<file path="config.mk">
export PLATFORM = sky130hd
export DESIGN_NAME = vdib_top
export DESIGN_NICKNAME = d
export VERILOG_FILES = /design/src/hdl/vdib_evt_latch.v /design/src/hdl/vdib_top.v
export VERILOG_INCLUDE_DIRS = /design/src /design/src/pkg
export SDC_FILE = /design/constraint.sdc
export NUM_CORES = 1
export LEC_CHECK = 0
export BUFFER_PORTS_ARGS = -buffer_cell sky130_fd_sc_hd__buf_2
export CAP_MARGIN = 20
export CORE_AREA = 2 2 88 90
export DETAILED_ROUTE_END_ITERATION = 10
export DIE_AREA = 0 0 90 92
export PLACE_DENSITY = 0.67
export SLEW_MARGIN = 20
export SYNTH_ARGS = -nofsm -noshare
export SYNTH_HDL_FRONTEND = slang
export SYNTH_SLANG_ARGS = --single-unit
</file>
<file path="constraint.sdc">
create_clock -name pclk -period 2.3 [get_ports pclk]
set_clock_uncertainty 0.15 [all_clocks]
set_input_delay 0.23 -clock pclk [delete_from_list [all_inputs] [get_ports pclk]]
set_output_delay 0.23 -clock pclk [all_outputs]
set_load 0.05 [all_outputs]
</file>
<file path="src/pkg/vdib_map.vh">
// register map, field positions and reset values of the demapper interrupt bank
`ifndef VDIB_MAP_VH
`define VDIB_MAP_VH

// ************************************************************
// register indices (byte address is four times the index)
// ************************************************************
`define VDIB_IDX_STAT0 10'h067
`define VDIB_IDX_EN2 10'h068
`define VDIB_IDX_EN1 10'h069
`define VDIB_IDX_EN0 10'h06b
`define VDIB_IDX_STAT1 10'h070
`define VDIB_IDX_STAT2 10'h071

// ************************************************************
// status register 0 fields
// ************************************************************
`define VDIB_S0_PTM_UNST 5
`define VDIB_S0_NEW_PTM 4
`define VDIB_S0_TIM 3
`define VDIB_S0_MASK 8'h38

// ************************************************************
// enable register 1 / status register 1 fields
// ************************************************************
`define VDIB_E1_SIZE_ERR 7
`define VDIB_E1_LOP 6
`define VDIB_E1_RFI 5
`define VDIB_E1_RDI 4
`define VDIB_E1_AIS_FAIL 3
`define VDIB_E1_AIS_DEF 2
`define VDIB_E1_LABEL 1
`define VDIB_E1_E1AIS 0
`define VDIB_E1_MASK 8'hff

// ************************************************************
// enable register 2 / status register 2 fields
// ************************************************************
`define VDIB_E2_APS 1
`define VDIB_E2_ES_OVF 0
`define VDIB_E2_MASK 8'h03

// ************************************************************
// reset values
// ************************************************************
`define VDIB_RST_EN 8'h00
`define VDIB_RST_STAT 8'h00

`endif

</file>
<file path="src/hdl/vdib_evt_latch.v">
// sticky clear-on-read event latch, set wins over clear
`timescale 1ns/1ns

module vdib_evt_latch #(
   parameter W = 8
) (
   input wire pclk,
   input wire presetn,
   input wire [W-1:0] evt,
   input wire [W-1:0] clr,
   output reg [W-1:0] status_q
);

   // ************************************************************
   // latch
   // ************************************************************

   // an event in the clearing cycle keeps its bit, so nothing is lost
   always @(posedge pclk or negedge presetn) begin
      if (!presetn) begin
         status_q <= {W{1'b0}};
      end else begin
         status_q <= evt | (status_q & ~clr);
      end
   end

endmodule

</file>
<file path="src/hdl/vdib_top.v">
// per-channel demapper interrupt status and enable bank with apb slave
`timescale 1ns/1ns
`include "vdib_map.vh"

module vdib_top (
   input wire pclk,
   input wire presetn,
   input wire psel,
   input wire penable,
   input wire pwrite,
   input wire [11:0] paddr,
   input wire [31:0] pwdata,
   input wire [3:0] pstrb,
   output reg [31:0] prdata,
   output reg pready,
   output reg pslverr,
   input wire ptm_unstable,
   input wire new_ptm_pulse,
   input wire tim_defect,
   input wire size_err_defect,
   input wire lop_defect,
   input wire rfi_defect,
   input wire rdi_defect,
   input wire ais_failure,
   input wire ais_defect,
   input wire new_label_pulse,
   input wire e1_ais_defect,
   input wire new_aps_pulse,
   input wire tx_fifo_ovf_pulse,
   input wire rx_fifo_ovf_pulse,
   output reg irq
);

   // ************************************************************
   // functions
   // ************************************************************

   // change of a level against its value one cycle earlier
   function chg;
      input cur;
      input prev;
      begin
         chg = cur ^ prev;
      end
   endfunction

   // word decode: index match and aligned byte address
   function hit;
      input [11:0] addr;
      input [9:0] idx;
      begin
         hit = (addr[11:2] == idx) && (addr[1:0] == 2'b00);
      end
   endfunction

   // ************************************************************
   // declarations
   // ************************************************************
   reg ptm_unstable_q;
   reg tim_defect_q;
   reg size_err_q;
   reg lop_q;
   reg rfi_q;
   reg rdi_q;
   reg ais_fail_q;
   reg ais_def_q;
   reg e1_ais_q;
   reg [7:0] en0_q;
   reg [7:0] en1_q;
   reg [7:0] en2_q;
   reg [7:0] clr0_q;
   reg [7:0] clr1_q;
   reg [7:0] clr2_q;
   reg [7:0] evt0_d;
   reg [7:0] evt1_d;
   reg [7:0] evt2_d;
   reg [31:0] rdata_d;
   reg err_d;
   wire [7:0] stat0_q;
   wire [7:0] stat1_q;
   wire [7:0] stat2_q;
   wire [7:0] clr0_d;
   wire [7:0] clr1_d;
   wire [7:0] clr2_d;
   wire setup;
   wire done;
   wire wr_done;
   wire rd_done;
   wire lane0;
   wire irq_d;
   wire sel_stat0;
   wire sel_stat1;
   wire sel_stat2;
   wire sel_en0;
   wire sel_en1;
   wire sel_en2;

   // ************************************************************
   // defect history for change detection
   // ************************************************************

   // levels are one cycle old; a defect already present at release
   // of reset is reported once as a change on the first cycle
   always @(posedge pclk or negedge presetn) begin
      if (!presetn) begin
         ptm_unstable_q <= 1'b0;
         tim_defect_q <= 1'b0;
         size_err_q <= 1'b0;
         lop_q <= 1'b0;
         rfi_q <= 1'b0;
         rdi_q <= 1'b0;
         ais_fail_q <= 1'b0;
         ais_def_q <= 1'b0;
         e1_ais_q <= 1'b0;
      end else begin
         ptm_unstable_q <= ptm_unstable;
         tim_defect_q <= tim_defect;
         size_err_q <= size_err_defect;
         lop_q <= lop_defect;
         rfi_q <= rfi_defect;
         rdi_q <= rdi_defect;
         ais_fail_q <= ais_failure;
         ais_def_q <= ais_defect;
         e1_ais_q <= e1_ais_defect;
      end
   end

   // ************************************************************
   // event vectors
   // ************************************************************

   // status register 0 events; reserved positions stay zero
   always @* begin
      evt0_d = 8'h00;
      evt0_d[`VDIB_S0_PTM_UNST] = chg(ptm_unstable, ptm_unstable_q);
      evt0_d[`VDIB_S0_NEW_PTM] = new_ptm_pulse;
      evt0_d[`VDIB_S0_TIM] = chg(tim_defect, tim_defect_q);
   end

   // receive defect events behind enable register 1
   always @* begin
      evt1_d = 8'h00;
      evt1_d[`VDIB_E1_SIZE_ERR] = size_err_defect & ~size_err_q;
      evt1_d[`VDIB_E1_LOP] = chg(lop_defect, lop_q);
      evt1_d[`VDIB_E1_RFI] = chg(rfi_defect, rfi_q);
      evt1_d[`VDIB_E1_RDI] = chg(rdi_defect, rdi_q);
      evt1_d[`VDIB_E1_AIS_FAIL] = chg(ais_failure, ais_fail_q);
      evt1_d[`VDIB_E1_AIS_DEF] = chg(ais_defect, ais_def_q);
      evt1_d[`VDIB_E1_LABEL] = new_label_pulse;
      evt1_d[`VDIB_E1_E1AIS] = chg(e1_ais_defect, e1_ais_q);
   end

   // aps and elastic store events behind enable register 2
   always @* begin
      evt2_d = 8'h00;
      evt2_d[`VDIB_E2_APS] = new_aps_pulse;
      evt2_d[`VDIB_E2_ES_OVF] = tx_fifo_ovf_pulse | rx_fifo_ovf_pulse;
   end

   // ************************************************************
   // sticky status latches
   // ************************************************************

   // one latch per status word; clears come from completed reads
   vdib_evt_latch #(
      .W(8)
   ) u_stat0 (
      .pclk(pclk),
      .presetn(presetn),
      .evt(evt0_d),
      .clr(clr0_d),
      .status_q(stat0_q)
   );

   vdib_evt_latch #(
      .W(8)
   ) u_stat1 (
      .pclk(pclk),
      .presetn(presetn),
      .evt(evt1_d),
      .clr(clr1_d),
      .status_q(stat1_q)
   );

   vdib_evt_latch #(
      .W(8)
   ) u_stat2 (
      .pclk(pclk),
      .presetn(presetn),
      .evt(evt2_d),
      .clr(clr2_d),
      .status_q(stat2_q)
   );

   // ************************************************************
   // apb decode
   // ************************************************************

   // setup takes the snapshot, the access edge commits it
   assign setup = psel & ~penable;
   assign done = psel & penable & pready;
   assign wr_done = done & pwrite & ~pslverr;
   assign rd_done = done & ~pwrite;
   assign lane0 = pstrb[0];
   assign sel_stat0 = hit(paddr, `VDIB_IDX_STAT0);
   assign sel_stat1 = hit(paddr, `VDIB_IDX_STAT1);
   assign sel_stat2 = hit(paddr, `VDIB_IDX_STAT2);
   assign sel_en0 = hit(paddr, `VDIB_IDX_EN0);
   assign sel_en1 = hit(paddr, `VDIB_IDX_EN1);
   assign sel_en2 = hit(paddr, `VDIB_IDX_EN2);

   // read mux, evaluated in the setup cycle; upper bits read zero
   always @* begin
      rdata_d = 32'h0000_0000;
      err_d = 1'b0;
      if (sel_stat0) begin
         rdata_d[7:0] = stat0_q & `VDIB_S0_MASK;
      end else if (sel_stat1) begin
         rdata_d[7:0] = stat1_q;
      end else if (sel_stat2) begin
         rdata_d[7:0] = stat2_q & `VDIB_E2_MASK;
      end else if (sel_en0) begin
         rdata_d[7:0] = en0_q;
      end else if (sel_en1) begin
         rdata_d[7:0] = en1_q;
      end else if (sel_en2) begin
         rdata_d[7:0] = en2_q;
      end else begin
         err_d = 1'b1;
      end
   end

   // ************************************************************
   // apb response
   // ************************************************************

   // zero wait states: ready rises in the first access cycle
   always @(posedge pclk or negedge presetn) begin
      if (!presetn) begin
         pready <= 1'b0;
         pslverr <= 1'b0;
         prdata <= 32'h0000_0000;
      end else if (setup) begin
         pready <= 1'b1;
         pslverr <= err_d;
         prdata <= pwrite ? 32'h0000_0000 : rdata_d;
      end else if (done) begin
         pready <= 1'b0;
         pslverr <= 1'b0;
      end
   end

   // ************************************************************
   // clear-on-read masks
   // ************************************************************

   // only bits seen by the snapshot are cleared, so an event landing
   // between setup and access is kept for the next read
   always @(posedge pclk or negedge presetn) begin
      if (!presetn) begin
         clr0_q <= `VDIB_RST_STAT;
         clr1_q <= `VDIB_RST_STAT;
         clr2_q <= `VDIB_RST_STAT;
      end else if (setup) begin
         clr0_q <= (sel_stat0 & ~pwrite) ? rdata_d[7:0] : 8'h00;
         clr1_q <= (sel_stat1 & ~pwrite) ? rdata_d[7:0] : 8'h00;
         clr2_q <= (sel_stat2 & ~pwrite) ? rdata_d[7:0] : 8'h00;
      end
   end

   assign clr0_d = rd_done ? clr0_q : 8'h00;
   assign clr1_d = rd_done ? clr1_q : 8'h00;
   assign clr2_d = rd_done ? clr2_q : 8'h00;

   // ************************************************************
   // enable registers
   // ************************************************************

   // writes land at the access edge; byte lane 0 carries the data
   always @(posedge pclk or negedge presetn) begin
      if (!presetn) begin
         en0_q <= `VDIB_RST_EN;
         en1_q <= `VDIB_RST_EN;
         en2_q <= `VDIB_RST_EN;
      end else if (wr_done & lane0) begin
         if (sel_en0) begin
            en0_q <= pwdata[7:0] & `VDIB_S0_MASK;
         end
         if (sel_en1) begin
            en1_q <= pwdata[7:0] & `VDIB_E1_MASK;
         end
         if (sel_en2) begin
            en2_q <= pwdata[7:0] & `VDIB_E2_MASK;
         end
      end
   end

   // ************************************************************
   // interrupt request
   // ************************************************************

   // level request; one cycle behind the status latch
   assign irq_d = |(stat0_q & en0_q) | |(stat1_q & en1_q) | |(stat2_q & en2_q);

   always @(posedge pclk or negedge presetn) begin
      if (!presetn) begin
         irq <= 1'b0;
      end else begin
         irq <= irq_d;
      end
   end

endmodule

</file>
Yosys cells after proc, flatten, opt, wreduce, memory -nomap -nowiden
Cells that the tools add are included.
Widths: inputs -> output; s select.
- bits in registers: 105
- input bits: 67
- output and inout port bits: 35
- logic and storage cells: 102
- eq/ne operators: 6
- muxes and demuxes: 22
- bitwise gates (word level): 38
- reduce and logical (&&, ||, !) cells: 14
- operators by type and width (cell ; count):
    $mux 8 ; 12
    $eq 10x7->1 const B ; 6
    $and 8x8->8 ; 4
    $not 8->8 ; 3
    $reduce_or 8->1 ; 3
    $and 1x1->1 ; 11
    $mux 1 ; 9
    $and 8x2->8 ; 1
    $and 8x6->8 ; 1
    $or 2x8->8 ; 1
    $or 6x8->8 ; 1
    $or 8x8->8 ; 1
    $xor 1x1->1 ; 8
    $logic_and 1x1->1 ; 6
    $reduce_and 2->1 ; 3
    $not 1->1 ; 4
    $or 1x1->1 ; 3
    $logic_not 2->1 ; 1
    $mux 2 ; 1
    $reduce_bool 2->1 ; 1

Longest topological paths before layout
- word-level depth: 9
- mapped depth: 5
- gate-level depth less buffers: 4

Modules after synthesis
Synthesis repeated with hierarchy kept, for this count alone.
- cells, all modules: 347
- area total of the unflattened synthesis: 3789.9 um2
- modules (own cells, without submodules) (module ; times used ; cells an instance ; area an instance (um2) ; seq. area each (um2)):
    vdib_top ; 1 ; 275 ; 2919.0 ; 1426.4
    vdib_evt_latch ; 3 ; 24 ; 290.3 ; 200.2

Least setup slack after synthesis
Ideal clock, no wire load.
- path kind: register to register
- from: reg pready
- to: reg en1_q[0]
- setup time: 0.125 ns
- arrival time: 1.972 ns
- required time: 2.025 ns
- path slack: 0.053 ns
- cell stages (with the launch flop): 6
- path buffers: 1
- period minus slack after synthesis: 2.247 ns
- path through: dfrtp_1 nand3_1 nor3_1 or4b_4 buf_6 mux2_4
- cells in the longest elaborated chain, start to end: 5
- RTL lines (what ; line ; RTL):
    start, declared ; vdib_top.v:15 ; output reg pready,
    start signal, assigned ; vdib_top.v:240 ; pready <= 1'b0;
    start signal, assigned ; vdib_top.v:244 ; pready <= 1'b1;
    start signal, assigned ; vdib_top.v:248 ; pready <= 1'b0;
    $and 1x1->1 ; vdib_top.v:201 ; assign done = psel & penable & pready;
    $and 1x1->1 (2 in series) ; vdib_top.v:202 ; assign wr_done = done & pwrite & ~pslverr;
    $and 1x1->1 ; vdib_top.v:285 ; end else if (wr_done & lane0) begin
    $reduce_and 2->1 (no source line) ; -- ;
    end signal, assigned ; vdib_top.v:283 ; en1_q <= `VDIB_RST_EN;
    end signal, assigned ; vdib_top.v:290 ; en1_q <= pwdata[7:0] & `VDIB_E1_MASK;
    end, declared ; vdib_top.v:69 ; reg [7:0] en1_q;
Every way passes these cells.
A chain may end at the register's enable or synchronous reset.

Final worst setup path
- from: in psel
- to: reg u_stat2.status_q[0]
- cells in the longest elaborated chain, start to end: 7
- RTL lines (what ; line ; RTL):
    start, declared ; vdib_top.v:8 ; input wire psel,
    $and 1x1->1 (2 in series) ; vdib_top.v:201 ;
    $and 1x1->1 ; vdib_top.v:203 ; assign rd_done = done & ~pwrite;
    $mux 8 ; vdib_top.v:273 ; assign clr2_d = rd_done ? clr2_q : 8'h00;
    $not 8->8 ; vdib_evt_latch.v:23 ; status_q <= evt | (status_q & ~clr);
    $and 8x8->8 ; vdib_evt_latch.v:23 ;
    $or 2x8->8 ; vdib_evt_latch.v:23 ;
    end signal, assigned ; vdib_evt_latch.v:21 ; status_q <= {W{1'b0}};
    end signal, assigned ; vdib_evt_latch.v:23 ;
    end, declared ; vdib_evt_latch.v:11 ; output reg [W-1:0] status_q
Every way passes these cells.

==> results.md <==
- Crit end category: flip-flop
- Detail-routed via count per cell: 5.02
- PD cells: between 600 and 700 nW/um^2
- Static leakage power: 1.66 nW
- Top cells by area, synth: dfrtp_1 (51%), buf_4 (6.3%), nand2_1 (5.4%)
- Detailed-route wire length: 7030 um
- Post-synth ARST share: 100%
- Wire per inst: 15.5 um
- Post-route ant nets: 0
- Initial core utilization: 38.6%
- CTS tree: yes
- Final critical-path required period: about 2200 ps
- CP max FO: 13
- Clock power share: 41.3%
- Placer Congestion: 0.928
- DRT Pass-1 Iters: 4
- Input/output buffers: 50
- Crit path kind: input pin to flip-flop
- Post-Synthesis Cells: approximately 260
- Slew HR: 59.1%
- GRT overflow: 0
- Share of the synthesized area in the top cell type: around half
- Iteration-0 DRC Markers: 188
- Req. time, crit path: 2370 ps
- Initial antenna violation count: 0
- Row count: 32
- Hold Path Class: input pin to flip-flop
- Clk slew on worst S/H paths: 60 ps
- Final Cell Area: 3640 sq um
- Synth Area per Inst: 10.9 sq um
- Via count: around 2,300
- CTS Buf Count: 9
- CTS sink cnt: 59
- Share of cells above drive strength 1: 26.1%
- Gate power share: 11.9%
- Die Ht: 92 um
- Synth area leader: dfrtp_1
- Sequential-to-total area share from yosys stat: 51.4%
- Synth Register Bits: ~60
- Synthesized cell area: 2870 sq um
- Boundary Pins: 102
- Die Wd: roughly 90 um
- Outcome: completed
- Slew Viols, Final: 0
- YS warnings: 0
- Setup TNS Final: 0 ps
- First-pass GRT wire length: about 12,000 um
- Largest net degree at the start of global routing: 38
- Core area: about 7400 sq um
- Worst VDD drop: about 370 uV
- Fmax: 0.459 GHz
- Clock root cell: clkbuf_8
- Power share of the sequential group: 46.8%
- CP arrival: ~2300 ps
- Clk_lat worst skew: 340 ps
- Number of synthesized flops with an enable pin: 0
- Max-Cap Viols: 0
- Internal Power: 0.00168 W
- CTS Buffer Depth: 2
- Final Hold Vio Count: 0
- Post-DP HPWL: 5090 um
- Setup violations, final: 0
- Crit start category: input pin
- Synth Flop Type: dfrtp_1
- Sw Share: 25.5%
- Synth unique cells: between 40 and 50
- Setup bufs post-CTS: 0
- Area grow syn2layout: 26.7%
- RSZ-0062 raised after global routing: false
- Total GRT Usage: 18.4%
- Nets: 415
- Vias in the first global route: 2,295
- Fin crit share: 94.7%
- Die area: 8280 sq um
- # diodes: 0
- Worst Tran Pin Value: between 600 and 700 ps
- H-tree Lvls: 3
- Dpl cell area: ~3200 sq um
- Net Sw Power: 0.000576 W
- Drt drc: 0
per-layer routing:
| layer | track usage (%) | share of wire (%) | vias to the layer above |
|---|---|---|---|
| met2 | 30.7 | 49 | 72 |
| met3 | 4.85 | 4.7 | 12 |
| met4 | 7.44 | 2.0 | 0 |
| met1 | 22.9 | 44 | 1117 |
| met5 | 0 | 0 | - |
| li1 | - | - | 1077 |
placed cells by master (no fill, tap or decap), drive strengths merged, types with 3 or more instances in the layout:
cell type | Yosys | final
nand4 | 3 | 3
a21oi | 3 | 3
conb | 1 | 24
nand3 | 5 | 5
dlygate4sd3 | 0 | 23
buf | 26 | 60
inv | 3 | 3
nor4 | 4 | 4
clkbuf | 6 | 13
nand3b | 3 | 3
o211ai | 3 | 3
nor3 | 4 | 4
o21ai | 19 | 19
nor2 | 6 | 6
nand2b | 5 | 5
nand2 | 41 | 41
a311oi | 3 | 3
mux2 | 13 | 13
xor2 | 8 | 8
a32o | 4 | 4
a22oi | 6 | 6
dfrtp | 59 | 59
a21o | 11 | 11
synth_stat cells, types with 3 or more instances:
library cell / instances
a21oi_1: 3
buf_4: 24
a21o_1: 11
nor2_1: 6
clkbuf_1: 6
mux2_4: 8
nand4_1: 3
xor2_1: 8
nand3_1: 5
nand2_1: 41
o211ai_1: 3
nand2b_1: 5
mux2_2: 5
o21ai_0: 19
inv_1: 3
a32o_1: 4
nor4_1: 4
a22oi_1: 6
a311oi_1: 3
nor3_1: 4
dfrtp_1: 59
nand3b_1: 3
state kept, by name (all words and copies together) (netlist names), 2 cells and up:
| register | count |
|---|---|
| en0_q | 3 |
| u_stat1.status_q | 8 |
| u_stat0.status_q | 3 |
| en2_q | 2 |
| prdata | 8 |
| en1_q | 8 |
| clr0_q | 3 |
| u_stat2.status_q | 2 |
| clr2_q | 2 |
| clr1_q | 8 |
worst max-delay path, stage by stage:
cell and delay [ps]:
dlygate4sd3_1 530, buf_2 140, nand3_1 110, nor2_1 110
buf_4 220, nand2_1 70, a211o_1 280, dlygate4sd3_1 560
area by class of cell:
class / instances / area (sq um)
fillers: 704 / 3810
inverters: 3 / 11.3
clock inverters: 2 / 35.0
repair buffers: 83 / 581
multi-input cells: 192 / 1250
clock buffers: 13 / 159
well taps: 102 / 128
flip-flops and latches: 59 / 1480
final timing paths:
check / startpoint / end / slack (ps) / cells after the start
max: psel / u_stat2.status_q[0] / 120 / 8
max in group asynchronous: presetn / en0_q[5] / 1100 / 3
min reg2reg: clr2_q[1] / clr2_q[1] / 330 / 2
max reg2reg: pready / u_stat2.status_q[0] / 280 / 6
min in group asynchronous: presetn / pready / 280 / 2
min: pwdata[5] / en1_q[5] / 10 / 2
kinds of logic after synthesis:
| logic type | Yosys count | synth area share (%) |
|---|---|---|
| other cells | 1 | 0.131 |
| xor+xnor | 8 | 2.44 |
| compound gates | 61 | 15.1 |
| buf+inv | 35 | 8.23 |
| simple gates | 84 | 15.9 |
| mux | 15 | 6.84 |
| flops | 59 | 51.4 |
power by group through the flow:
stage | Clock [W] | Combinational (W) | Sequential, W
after CTS | 0.000963 | 0.000269 | 0.00106
after floorplan | 0 | 0.000167 | 0.00109
after global placement | 0 | 0.000237 | 0.00107
after detailed placement | 0 | 0.000240 | 0.00108
after global routing | 0.00100 | 0.000289 | 0.00106
final | 0.000933 | 0.000268 | 0.00106
what timing repair did:
| item | in CTS | in global routing |
|---|---|---|
| endpoints found under the setup margin | 0 | 8 |
| hold buffers | 23 | 0 |
| resized for setup | 0 | 1 |
| hold endpoints to repair | 48 | 0 |
through the flow:
step	instances	util (%)	hold WS [ps]	total power [W]	setup slack [ps]
after floorplan	286	-	-216	0.00126	53.0
after global placement	416	43.1	97.8	0.00131	88.4
after detailed placement	416	43.1	106	0.00131	80.8
after CTS	454	48.8	6.22	0.00229	85.8
after global routing	454	48.9	15.5	0.00235	19.6
final	454	48.9	10.1	0.00226	122
(Power assumes the default switching activity.)
